==> src/rtl/selftest_pkg.sv <==
// constants for the receive-error counter and self-test / loopback control block
// assumes register offsets are word indices on the plain register port
package selftest_pkg;
    // ----------------------------------------------------------------
    // register offsets
    // ----------------------------------------------------------------
    localparam logic [7:0] OFS_RX_ERR_COUNT = 8'h15;
    localparam logic [7:0] OFS_SELFTEST_CTRL = 8'h16;
    localparam logic [7:0] OFS_IRQ_STATUS = 8'h18;
    localparam logic [7:0] OFS_IRQ_ENABLE = 8'h19;
    localparam logic [7:0] OFS_IRQ_CLEAR = 8'h1A;
    // ----------------------------------------------------------------
    // field positions and values
    // ----------------------------------------------------------------
    localparam int BIT_ERR_CNT_MODE = 14;
    localparam int BIT_LOCK = 11;
    localparam int BIT_SYNC_LOSS = 10;
    localparam int BIT_GEN_STATUS = 9;
    localparam int BIT_POWER_MODE = 8;
    localparam int BIT_TX_IN_LOOP = 6;
    localparam logic [15:0] CTRL_WRITE_MASK = 16'h705F;
    localparam logic [15:0] CTRL_RESET = 16'h0100;
    localparam logic [15:0] RX_ERR_MAX = 16'h00FF;
    localparam logic [15:0] RX_ERR_HALF = 16'h007F;
    localparam logic [1:0] GC_OFF = 2'h0;
    localparam logic [1:0] GC_SINGLE = 2'h1;
    localparam logic [1:0] GC_CHECK = 2'h2;
    localparam logic [1:0] GC_BOTH = 2'h3;
    localparam logic [4:0] LB_PCS_IN = 5'h01;
    localparam logic [4:0] LB_PCS_OUT = 5'h02;
    localparam logic [4:0] LB_DIGITAL = 5'h04;
    localparam logic [4:0] LB_ANALOG = 5'h08;
    localparam logic [4:0] LB_REVERSE = 5'h10;
    localparam int IRQ_RX_HALF = 0;
    localparam int IRQ_BIST_WRAP = 1;
    localparam int IRQ_SYNC_LOSS = 2;
endpackage

==> src/rtl/rx_err_selftest.sv <==
// receive-error counter, PRBS self-test control and loopback path select
// assumes rx/prbs status inputs are synchronous to sys_clk; register port per house bus
//
// Contract
// (RL1) count rx errors during valid carrier
// (RL2) no counting in MII loopback mode
// (RL3) counter saturates at FFh
// (RL4) interrupt event when count exceeds 7Fh
// (RL5) read returns count then clears it
// (RL6) single mode: BIST counter stops at max
// (RL7) continuous mode: pulse at max, restart
// (RL8) config 0 off, 1 single constant packet
// (RL9) config 2 checker only, 3 both continuous
// (RL10) lock bit shows checker lock
// (RL11) sync-loss bit shows lost sync
// (RL12) generator status bit shows generator active
// (RL13) power-mode bit, 1 normal, resets 1
// (RL14) tx-in-loopback also drives line at 100M
// (RL15) software sets tx-in-loopback only in loopback
// (RL16) loop select 1 PCS input, 2 PCS output
// (RL17) 4 digital, 8 analog, 16 reverse
// (RL18) half-full irq gated by enable bit 0
// (RL19) reserved control bits read zero
//
// The address-and-strobe port was chosen for this implementation.
`timescale 1ns/1ps
`default_nettype none
module rx_err_selftest
    import selftest_pkg::*;
#(
    parameter int BIST_CNT_W = 16
) (
    input wire logic sys_clk,
    input wire logic rst_n,
    input wire logic [7:0] reg_addr,
    input wire logic [15:0] reg_wdata,
    input wire logic reg_wr,
    input wire logic reg_rd,
    output logic [15:0] reg_rdata,
    input wire logic rx_dv,
    input wire logic rx_carrier,
    input wire logic rx_symbol_err,
    input wire logic mii_loopback,
    input wire logic speed_100,
    input wire logic prbs_err,
    input wire logic prbs_locked,
    input wire logic prbs_sync_lost,
    input wire logic gen_active,
    input wire logic active_sleep,
    output logic gen_enable,
    output logic gen_continuous,
    output logic chk_enable,
    output logic chk_counting,
    output logic bist_wrap_pulse,
    output logic tx_to_line,
    output logic [4:0] loop_select,
    output logic irq
);
    // ----------------------------------------------------------------
    // state
    // ----------------------------------------------------------------
    typedef struct packed {
        logic [15:0] rx_err;
        logic [15:0] ctrl;
        logic [BIST_CNT_W-1:0] bist_cnt;
        logic bist_stopped;
        logic [2:0] irq_stat;
        logic [2:0] irq_en;
        logic [15:0] rdata;
        logic gen_en;
        logic gen_cont;
        logic chk_en;
        logic chk_cnt;
        logic wrap;
        logic tx_line;
        logic [4:0] lsel;
        logic irq;
    } state_t;

    state_t st_reg, st_next;

    // one-hot loop select values only; anything else disables loopback paths
    function automatic logic [4:0] loop_decode(input logic [4:0] f);
        unique case (f)
            LB_PCS_IN, LB_PCS_OUT, LB_DIGITAL, LB_ANALOG, LB_REVERSE: loop_decode = f;
            default: loop_decode = 5'h00;
        endcase
    endfunction

    logic rx_inc, rd_count, bist_max, half_cross;
    logic [15:0] status_word;

    // ----------------------------------------------------------------
    // next state
    // ----------------------------------------------------------------
    always_comb begin
        st_next = st_reg;
        rd_count = reg_rd && (reg_addr == OFS_RX_ERR_COUNT);
        // a receive error in loopback is a test artefact, not a line error
        rx_inc = rx_dv && rx_carrier && rx_symbol_err && !mii_loopback; // [RL1] [RL2]
        half_cross = 1'b0;
        // read clears; a concurrent error is kept as a count of one
        if (rd_count) begin
            st_next.rx_err = rx_inc ? 16'h0001 : 16'h0000; // [RL5]
        end else if (rx_inc && st_reg.rx_err < RX_ERR_MAX) begin
            st_next.rx_err = st_reg.rx_err + 16'h0001; // [RL3]
            half_cross = (st_reg.rx_err == RX_ERR_HALF); // [RL4]
        end
        // live status bits overlay the stored control fields
        status_word = (st_reg.ctrl & CTRL_WRITE_MASK);
        status_word[BIT_LOCK] = prbs_locked; // [RL10]
        status_word[BIT_SYNC_LOSS] = prbs_sync_lost; // [RL11]
        status_word[BIT_GEN_STATUS] = gen_active; // [RL12]
        status_word[BIT_POWER_MODE] = !active_sleep; // [RL13]
        if (reg_wr && reg_addr == OFS_SELFTEST_CTRL) begin
            st_next.ctrl = (reg_wdata & CTRL_WRITE_MASK) | (CTRL_RESET & ~CTRL_WRITE_MASK); // [RL19]
            st_next.bist_cnt = '0;
            st_next.bist_stopped = 1'b0;
        end
        // BIST error counter
        bist_max = (st_reg.bist_cnt == {BIST_CNT_W{1'b1}});
        st_next.wrap = 1'b0;
        if (st_reg.chk_en && prbs_err && !st_reg.bist_stopped) begin
            if (bist_max) begin
                if (st_reg.ctrl[BIT_ERR_CNT_MODE]) begin
                    st_next.bist_cnt = '0; // [RL7]
                    st_next.wrap = 1'b1; // [RL7]
                end else begin
                    st_next.bist_stopped = 1'b1; // [RL6]
                end
            end else begin
                st_next.bist_cnt = st_reg.bist_cnt + BIST_CNT_W'(1);
            end
        end
        // generator / checker configuration decode
        unique case (st_reg.ctrl[13:12])
            GC_OFF: begin
                st_next.gen_en = 1'b0; // [RL8]
                st_next.chk_en = 1'b0;
                st_next.gen_cont = 1'b0;
            end
            GC_SINGLE: begin
                st_next.gen_en = 1'b1; // [RL8]
                st_next.chk_en = 1'b0;
                st_next.gen_cont = 1'b0;
            end
            GC_CHECK: begin
                st_next.gen_en = 1'b0; // [RL9]
                st_next.chk_en = 1'b1;
                st_next.gen_cont = 1'b0;
            end
            GC_BOTH: begin
                st_next.gen_en = 1'b1; // [RL9]
                st_next.chk_en = 1'b1;
                st_next.gen_cont = 1'b1;
            end
        endcase
        st_next.chk_cnt = st_next.chk_en && !st_next.bist_stopped;
        // parallel line transmit only meaningful with loopback at 100M
        st_next.tx_line = st_reg.ctrl[BIT_TX_IN_LOOP] && mii_loopback && speed_100; // [RL14] [RL15]
        st_next.lsel = loop_decode(st_reg.ctrl[4:0]); // [RL16] [RL17]
        // interrupts: set wins over clear
        if (reg_wr && reg_addr == OFS_IRQ_CLEAR) begin
            st_next.irq_stat = st_reg.irq_stat & ~reg_wdata[2:0];
        end
        if (reg_wr && reg_addr == OFS_IRQ_ENABLE) begin
            st_next.irq_en = reg_wdata[2:0];
        end
        if (half_cross) begin
            st_next.irq_stat[IRQ_RX_HALF] = 1'b1; // [RL4]
        end
        if (st_next.wrap) begin
            st_next.irq_stat[IRQ_BIST_WRAP] = 1'b1;
        end
        if (prbs_sync_lost) begin
            st_next.irq_stat[IRQ_SYNC_LOSS] = 1'b1;
        end
        st_next.irq = |(st_next.irq_stat & st_next.irq_en); // [RL18]
        // read data, one cycle after the strobe; unmapped reads zero
        st_next.rdata = 16'h0000;
        if (reg_rd) begin
            unique case (reg_addr)
                OFS_RX_ERR_COUNT: st_next.rdata = st_reg.rx_err;
                OFS_SELFTEST_CTRL: st_next.rdata = status_word;
                OFS_IRQ_STATUS: st_next.rdata = {13'h0000, st_reg.irq_stat};
                OFS_IRQ_ENABLE: st_next.rdata = {13'h0000, st_reg.irq_en};
                default: st_next.rdata = 16'h0000;
            endcase
        end
    end

    // ----------------------------------------------------------------
    // registers
    // ----------------------------------------------------------------
    always_ff @(posedge sys_clk) begin
        if (!rst_n) begin
            st_reg <= '0;
            st_reg.ctrl <= CTRL_RESET; // [RL13]
        end else begin
            st_reg <= st_next;
        end
    end

    // outputs straight from flip-flops
    assign reg_rdata = st_reg.rdata;
    assign gen_enable = st_reg.gen_en;
    assign gen_continuous = st_reg.gen_cont;
    assign chk_enable = st_reg.chk_en;
    assign chk_counting = st_reg.chk_cnt;
    assign bist_wrap_pulse = st_reg.wrap;
    assign tx_to_line = st_reg.tx_line;
    assign loop_select = st_reg.lsel;
    assign irq = st_reg.irq;
endmodule // rx_err_selftest
`default_nettype wire

==> config.mk <==
export PLATFORM = sky130hd
export DESIGN_NAME = rx_err_selftest
export DESIGN_NICKNAME = d
export VERILOG_FILES = /design/src/rtl/selftest_pkg.sv /design/src/rtl/rx_err_selftest.sv
export SDC_FILE = /design/constraint.sdc
export NUM_CORES = 1
export LEC_CHECK = 0
export ABC_CLOCK_PERIOD_IN_PS = 2000
export BUFFER_PORTS_ARGS = -buffer_cell sky130_fd_sc_hd__clkbuf_2
export CORE_UTILIZATION = 39
export DETAILED_ROUTE_END_ITERATION = 10
export PLACE_DENSITY_LB_ADDON = 0.2
export SKIP_CTS_REPAIR_TIMING = 1
export SLEW_MARGIN = 20
export SYNTH_ARGS = -nofsm -noshare
export SYNTH_HDL_FRONTEND = slang
export SYNTH_SLANG_ARGS = --single-unit
==> constraint.sdc <==
create_clock -name sys_clk -period 2 [get_ports sys_clk]
set_clock_uncertainty 0.2 [all_clocks]
set_input_delay 0.4 -clock sys_clk [delete_from_list [all_inputs] [get_ports sys_clk]]
set_output_delay 0.4 -clock sys_clk [all_outputs]
set_load 0.05 [all_outputs]
==> impl_results.md, run 1 <==
- Post-synth top area cell: dfxtp_1
- Crit path DAT: between 2000 and 2500 ps
- Int Pwr: ~0.0022 W
- Max IR drop VDD: approximately 0.00033 V
- Pleak: between 1.5 and 2 nW
- Detailed-route wire length: roughly 7700 um
- Share of cells above drive strength 1: 33.3%
- Critical-path cell list: or4_4 -> nor4_4 -> buf_4 -> nand4b_1 -> xor2_1 -> nor2_1
- Final net count: just under 500
- Sequential share of the synthesized area: 45.2%
- Antenna Nets Post-Route: 0
- Min Tclk post-route: slightly above 2000 ps
- Setup ws final: -16.9 ps
- Unrepaired setup endpoints after global routing: yes
- Layout Cells excl Fill: ~550
- R2R setup slack: -20 ps
- DRT Pass-1 Iters: 4
- H-tree depth: 3
- Worst-Margin Slew: about 380 ps
- Syn_area_per_cell: 9.29 um2
- Largest net degree at the start of global routing: 16
- Failing checks: negative setup slack
- Hold WC Path Type: input port to flip-flop
- Max stage delay cell, worst path: or4_4
- Clk sinks: between 70 and 80
- Reg power frac: between 50% and 60%
- Post-synth top area share: 45.2%
- Initial DRC Count: 97
- CTS buffer count: 9
- Worst slew margin: ~75%
- Worst r2r src: st_reg[75]$_SDFFE_PN0P_
- Wire per inst: 14.0 um
- Later-pin clock latency in the skew report: 350 ps
- IO Pins: 66
- Port bufs: slightly below 60
- Fin crit share: 101%
- Grt ovf: 0
- Initial Utilization: 40.5%
- Placed inst area: ~4000 um2
- DPL Wire Length: between 5000 and 6000 um
- Worst EP required: 2040 ps
- Final Instance Area: between 4000 and 5000 um2
- NetSw: around 0.00063 W
- Root buf cell: clkbuf_8
- Crit path largest cell delay: roughly 560 ps
- Vias in the first global route: 2663
- Mapped Cells: roughly 360
- WS Path Type: flip-flop to flip-flop
- First-pass GRT wire length: approximately 13000 um
- Worst-path clk slew: 80 ps
- Clk network pwr share: 41.9%
- Hold Path Cell Cnt: 3
- Commonest cells in the netlist: 76 x dfxtp_1, 26 x nand2_1, 25 x buf_4
- Largest register FFs: 48
- R2R Path End: st_reg[73]$_SDFFE_PN0P_
- WHS Endpoint: reg_rdata[9]$_SDFF_PN0_
- Logic pwr share: 4.1%
- Cell with the most instances after synthesis: dfxtp_1
- Worst hold start: gen_active
- Critical path startpoint category: flip-flop
- Top_reg_cell synth: dfxtp_1
- Crit. End Element: flip-flop
- Yosys cell types: between 50 and 60
- Critical Path Source: st_reg[75]$_SDFFE_PN0P_
- Synthesized Nets: about 400
- TritonCTS clock tree: done
- Placed insts: 536
- DIE AREA: between 9000 and 10000 um2
- Vias per inst: slightly above 5
- Depth of the most critical reg-to-reg path: 6
- PD cells: roughly 670 nW/um2
- RePlAce Congestion: between 0.8 and 0.9
- Die extent in x: around 95 um
- # setup viols final: 2
- DRC violations left: 0
- Final Hold Viols: 0
- Post-synth EDFFs: 0
- Tot GR Track Use: between 10% and 20%
- Routed vias: approximately 2900
- Switching power share of the total: 22.5%
- Die height: 94.9 um
- Antenna diodes: 0
- Layout area overhead: 24.8%
- Number of synthesized register bits: 76
- Yosys warns: 0
- Max capacitance violation total: 0
- Clk buf depth: 2
- Async SR Flop Fraction: 0%
- Synth area leaders: dfxtp_1 45%, buf_4 5.6%, mux2i_1 3.6%, nor2b_1 3.3%, o21ai_0 3.0%
- Synthesized area: around 3400 um2
- CP Max Fanout: 2
- Max Freq: 0.496 GHz
- Row count: 33
- Max Slew Vio Count: 0
- Initial antenna violation count: 0
- Outcome: complete, but fails checks
- Core footprint: roughly 8300 um2
[cell families after synthesis]
logic type      count (synthesis)  share of synthesized area, %
mux                            14                          4.24
fa+ha+maj                       2                         0.744
buf+inv                        43                          7.77
simple gates                  154                          27.3
flops                          76                          45.2
compound gates                 64                          12.3
xor+xnor                        9                          2.34
[per-stage QoR]
step | setup TNS [ps] | utilization, % | power, W | setup WS (ps) | hold WS (ps)
finish | -28.3 | 50.6 | 0.00281 | -16.9 | 89.5
global route | -384 | 50.6 | 0.00293 | -129 | 95.8
global placement | -593 | 47.2 | 0.00167 | -135 | 262
floorplan | -109 | - | 0.00160 | -109 | 241
CTS | -71.8 | 49.6 | 0.00284 | -58.1 | 80.7
detailed placement | -848 | 47.2 | 0.00167 | -206 | 264
[per-layer routing]
layer | global-route usage, % | vias to the layer above | share of wire (%)
met3 | 3.95 | 11 | 4.4
met2 | 30.0 | 68 | 47
met5 | 0 | - | 0
li1 | - | 1435 | -
met4 | 7.20 | 0 | 1.7
met1 | 23.3 | 1336 | 47
[cell usage in the layout (no fill, tap or decap), types with 6 or more instances in the layout]
| master | instances |
|---|---|
| mux2i_1 | 12 |
| a21oi_1 | 10 |
| dfxtp_1 | 72 |
| xor2_1 | 6 |
| buf_4 | 46 |
| nand4_1 | 7 |
| inv_1 | 8 |
| nor3_1 | 8 |
| nor2b_1 | 18 |
| nand3_1 | 11 |
| clkbuf_8 | 10 |
| and2_1 | 9 |
| nand2_1 | 26 |
| and3_1 | 14 |
| a22oi_1 | 12 |
| nor2_1 | 22 |
| clkbuf_2 | 58 |
| o21ai_0 | 19 |
[worst max path at each step]
stage / to / slack [ps]
floorplan: irq$_SDFF_PN0_ / -110
detailed placement: irq$_SDFF_PN0_ / -210
finish: st_reg[73]$_SDFFE_PN0P_ / -20
global route: st_reg[73]$_SDFFE_PN0P_ / -130
CTS: irq$_SDFF_PN0_ / -60
global placement: irq$_SDFF_PN0_ / -140
[critical path, delay by kind of cell, from the launching register on]
| kind | cells | cell delay [ps] |
|---|---|---|
| xor gates and xnor gates | 1 | 140 |
| buffers and inverters | 1 | 170 |
| DFF | 1 | 320 |
| and+or+nand+nor | 4 | 1080 |
[area by class of cell]
class | instances | area [um2]
fillers | 801 | 4100
multi-input cells | 243 | 1640
flip-flops and latches | 76 | 1530
repair buffers | 106 | 667
clock buffers | 10 | 138
well taps | 105 | 131
clock inverters | 5 | 62.6
inverters | 8 | 30.0
[power by group through the flow]
stage | Combinational (W) | Sequential (W) | Clock [W]
6_report | 0.000115 | 0.00151 | 0.00118
3_5_place_dp | 0.000114 | 0.00155 | 0
5_1_grt | 0.000125 | 0.00152 | 0.00129
3_3_place_gp | 0.000114 | 0.00155 | 0
2_1_floorplan | 0.0000490 | 0.00155 | 0
4_1_cts | 0.000115 | 0.00152 | 0.00121
No activity file was read; power rests on OpenSTA's default activity.
==> inputs of run 2 (changes only) <==
--- a/config.mk
+++ b/config.mk
@@ -7,7 +7,9 @@
 export LEC_CHECK = 0
 export ABC_CLOCK_PERIOD_IN_PS = 2000
 export BUFFER_PORTS_ARGS = -buffer_cell sky130_fd_sc_hd__clkbuf_2
-export CORE_UTILIZATION = 39
+export CELL_PAD_IN_SITES_DETAIL_PLACEMENT = 2
+export CELL_PAD_IN_SITES_GLOBAL_PLACEMENT = 2
+export CORE_UTILIZATION = 30
 export DETAILED_ROUTE_END_ITERATION = 10
 export PLACE_DENSITY_LB_ADDON = 0.2
 export SKIP_CTS_REPAIR_TIMING = 1
==> run 2 against run 1 <==
  * Critical path depth did not move
  * Sequential cell count did not move
  * Global-route usage rose by 0.22 points
  * First-iteration DRC count fell by 2.1%
  * Cell count rose by 8.0%
  * Critical path type unchanged
  * The flow still finishes with violations (negative setup slack)
  * Sequential power barely moved
  * Routed wire length rose by 30%
  * Worst setup slack got worse by 30 ps
  * Utilization fell by 11 points
  * Clock power barely moved
  * Non-clock buffer count rose by 8
==> impl_results.md, run 2 (synthesized netlist as in run 1, its figures left out) <==
- Outcome: complete, but fails checks
- Failing checks: negative setup slack
- Grt ovf: 0 (unchanged)
- Crit path largest cell delay: 570 ps (about the same)
- Unrepaired setup endpoints after global routing: yes
- Critical-path cell list: or4_4 -> nor4_4 -> buf_4 -> nand4b_1 -> xor2_1 -> nor2_1
- Most common cell after layout, fill and taps aside: dfxtp_1
- Detailed-route wire length: 9990 um (+30%)
- Antenna Nets Post-Route: 0 (unchanged)
- R2R setup slack: -50 ps (-30 ps)
- Clk sinks: 76 (unchanged)
- Setup tns final: -79.9 ps (-51.6 ps)
- DRC violations left: 0 (unchanged)
- TritonCTS clock tree: done
- Uppermost routed layer: met4
- Routed vias: 2924 (+2.6%)
- Final net count: 492 (+1.7%)
- Vias in the first global route: 3178 (+19%)
- FF+latch area: 1530 um2 (-0.25%)
- Die extent in x: 108 um (+14%)
- Tot GR Track Use: 18.5% (+0.22 points)
- Core footprint: 10900 um2 (+31%)
- Hold WC Path Type: input port to flip-flop
- Setup ws final: -47.3 ps (-30.4 ps)
- DIE AREA: 11600 um2 (+29%)
- Hold Path Cell Cnt: 3 (unchanged)
- Pleak: 1.90 nW (+4.3%)
- Largest net degree at the start of global routing: 16 (unchanged)
- Worst slew margin: 70.5% (-4.1 points)
- Antenna diodes: 0 (unchanged)
- Routed wl met2: 5230 um (+45%)
- WS Path Type: flip-flop to flip-flop
- Die height: 108 um (+14%)
- Crit. End Element: flip-flop
- Max Freq: 0.488 GHz (-1.5%)
- Min Tclk post-route: 2050 ps (+30.4 ps)
- Worst r2r src: st_reg[77]$_SDFFE_PN0P_
- Root buf cell: clkbuf_8
- Wire per inst: 16.7 um (+20%)
- Worst-Margin Slew: 440 ps (+60.5 ps)
- # setup viols final: 3 (+1)
- Fillers: 1215 (+52%)
- Port bufs: 58 (unchanged)
- Max stage delay cell, worst path: or4_4
- Tot Pwr: 0.00285 W (+1.5%)
- Multi-input gate area: 1670 um2 (+1.6%)
- CTS buffer count: 9 (unchanged)
- CP Max Fanout: 2 (unchanged)
- RePlAce Congestion: 0.736 (-10%)
- DP Worst Slack: -222 ps (-15.4 ps)
- Final Hold Viols: 0 (unchanged)
- IO Pins: 66 (unchanged)
- Largest register FFs: 48 (unchanged)
- Initial antenna violation count: 0 (unchanged)
- First-pass GRT wire length: 16300 um (+29%)
- Crit path DAT: 2100 ps (+40 ps)
- Layout area overhead: 28.7%
- Met1 Wirelength: 4310 um (+18%)
- PD cells: 658 nW/um2 (-1.5%)
- Fin crit share: 102% (+1.5 points)
- Worst EP required: 2060 ps (+20 ps)
- Depth of the most critical reg-to-reg path: 6 (unchanged)
- Critical path startpoint category: flip-flop
- DRT Pass-1 Iters: 4 (unchanged)
- Utilization after layout: 39.8% (-11 points)
- Critical Path Source: st_reg[77]$_SDFFE_PN0P_
- Clk buf depth: 2 (unchanged)
- Most frequent cells in the layout: 73 x dfxtp_1, 58 x clkbuf_2, 53 x buf_4
- Worst-path clk slew: 90 ps (about the same)
- H-tree depth: 3 (unchanged)
- Share of cells above drive strength 1: 34.6% (+1.3 points)
- Max IR drop VDD: 0.000313 V (-4.2%)
- Vias per inst: 4.90 (-5.0%)
- CP endpoint: st_reg[73]$_SDFFE_PN0P_
- R2R Path End: st_reg[73]$_SDFFE_PN0P_
- Final hold slack: 82.5 ps (-7.03 ps)
- WL met3: 265 um (-21%)
- Later-pin clock latency in the skew report: 370 ps (+20 ps)
- Row count: 38 (+15%)
- Max Slew Vio Count: 0 (unchanged)
- Initial Utilization: 30.9% (-9.6 points)
- DPL Wire Length: 7470 um (+32%)
- Initial DRC Count: 95 (-2.1%)
- Max capacitance violation total: 0 (unchanged)
run 2: cell types whose count changed in the layout (fill, tap and decap cells not counted), moves of 2 or more:
cell and delta:
clkbuf_1 +2, o21ai_1 +2, clkinv_4 -2, a21oi_2 +2, buf_4 +7, a21oi_1 -2
o21ai_0 -2
run 2: area by class of cell:
cell class              count  share of cell area [%]
flip-flops and latches     76                    35.2
repair buffers            114                    17.1
well taps                 140                    4.05
clock inverters             5                    1.42
inverters                   8                   0.693
multi-input cells         243                    38.5
clock buffers              11                    3.03
run 2: worst min path at each step:
stage	start	end	slack (ps)
floorplan	st_reg[50]$_SDFF_PN0_	st_reg[50]$_SDFF_PN0_	240
global route	reg_wdata[13]	st_reg[64]$_SDFFE_PN0P_	80
finish	prbs_locked	reg_rdata[11]$_SDFF_PN0_	80
detailed placement	st_reg[50]$_SDFF_PN0_	st_reg[50]$_SDFF_PN0_	270
CTS	reg_wdata[13]	st_reg[64]$_SDFFE_PN0P_	80
global placement	st_reg[50]$_SDFF_PN0_	st_reg[50]$_SDFF_PN0_	260
run 2: through the flow:
step | instances | instance area [um2]
after floorplan | 362 | 3370
after global placement | 576 | 4000
after detailed placement | 576 | 4000
after CTS | 592 | 4190
after global routing | 597 | 4330
final | 597 | 4330
run 2: worst max-delay path, delay by kind of cell, from the launching register on:
kind	cells	cell delay [ps]
simple gates	4	1080
xor+xnor	1	150
buf+inv	1	180
flops	1	320
run 2: per-layer routing:
layer  vias to the layer above  global-route usage, %
met4                         0                   8.22
met1                      1421                   21.2
met2                        39                   33.1
li1                       1450                      -
met5                         -                      0
met3                        14                   3.69
run 2: report_power, final:
group | total, W | leakage (nW) | switching, W | internal (W)
clock network | 0.00121 | 0.0862 | 0.000624 | 0.000582
registers | 0.00152 | 0.614 | 0.00000168 | 0.00151
logic | 0.000129 | 1.20 | 0.0000667 | 0.0000625
total | 0.00285 | 1.90 | 0.000692 | 0.00216
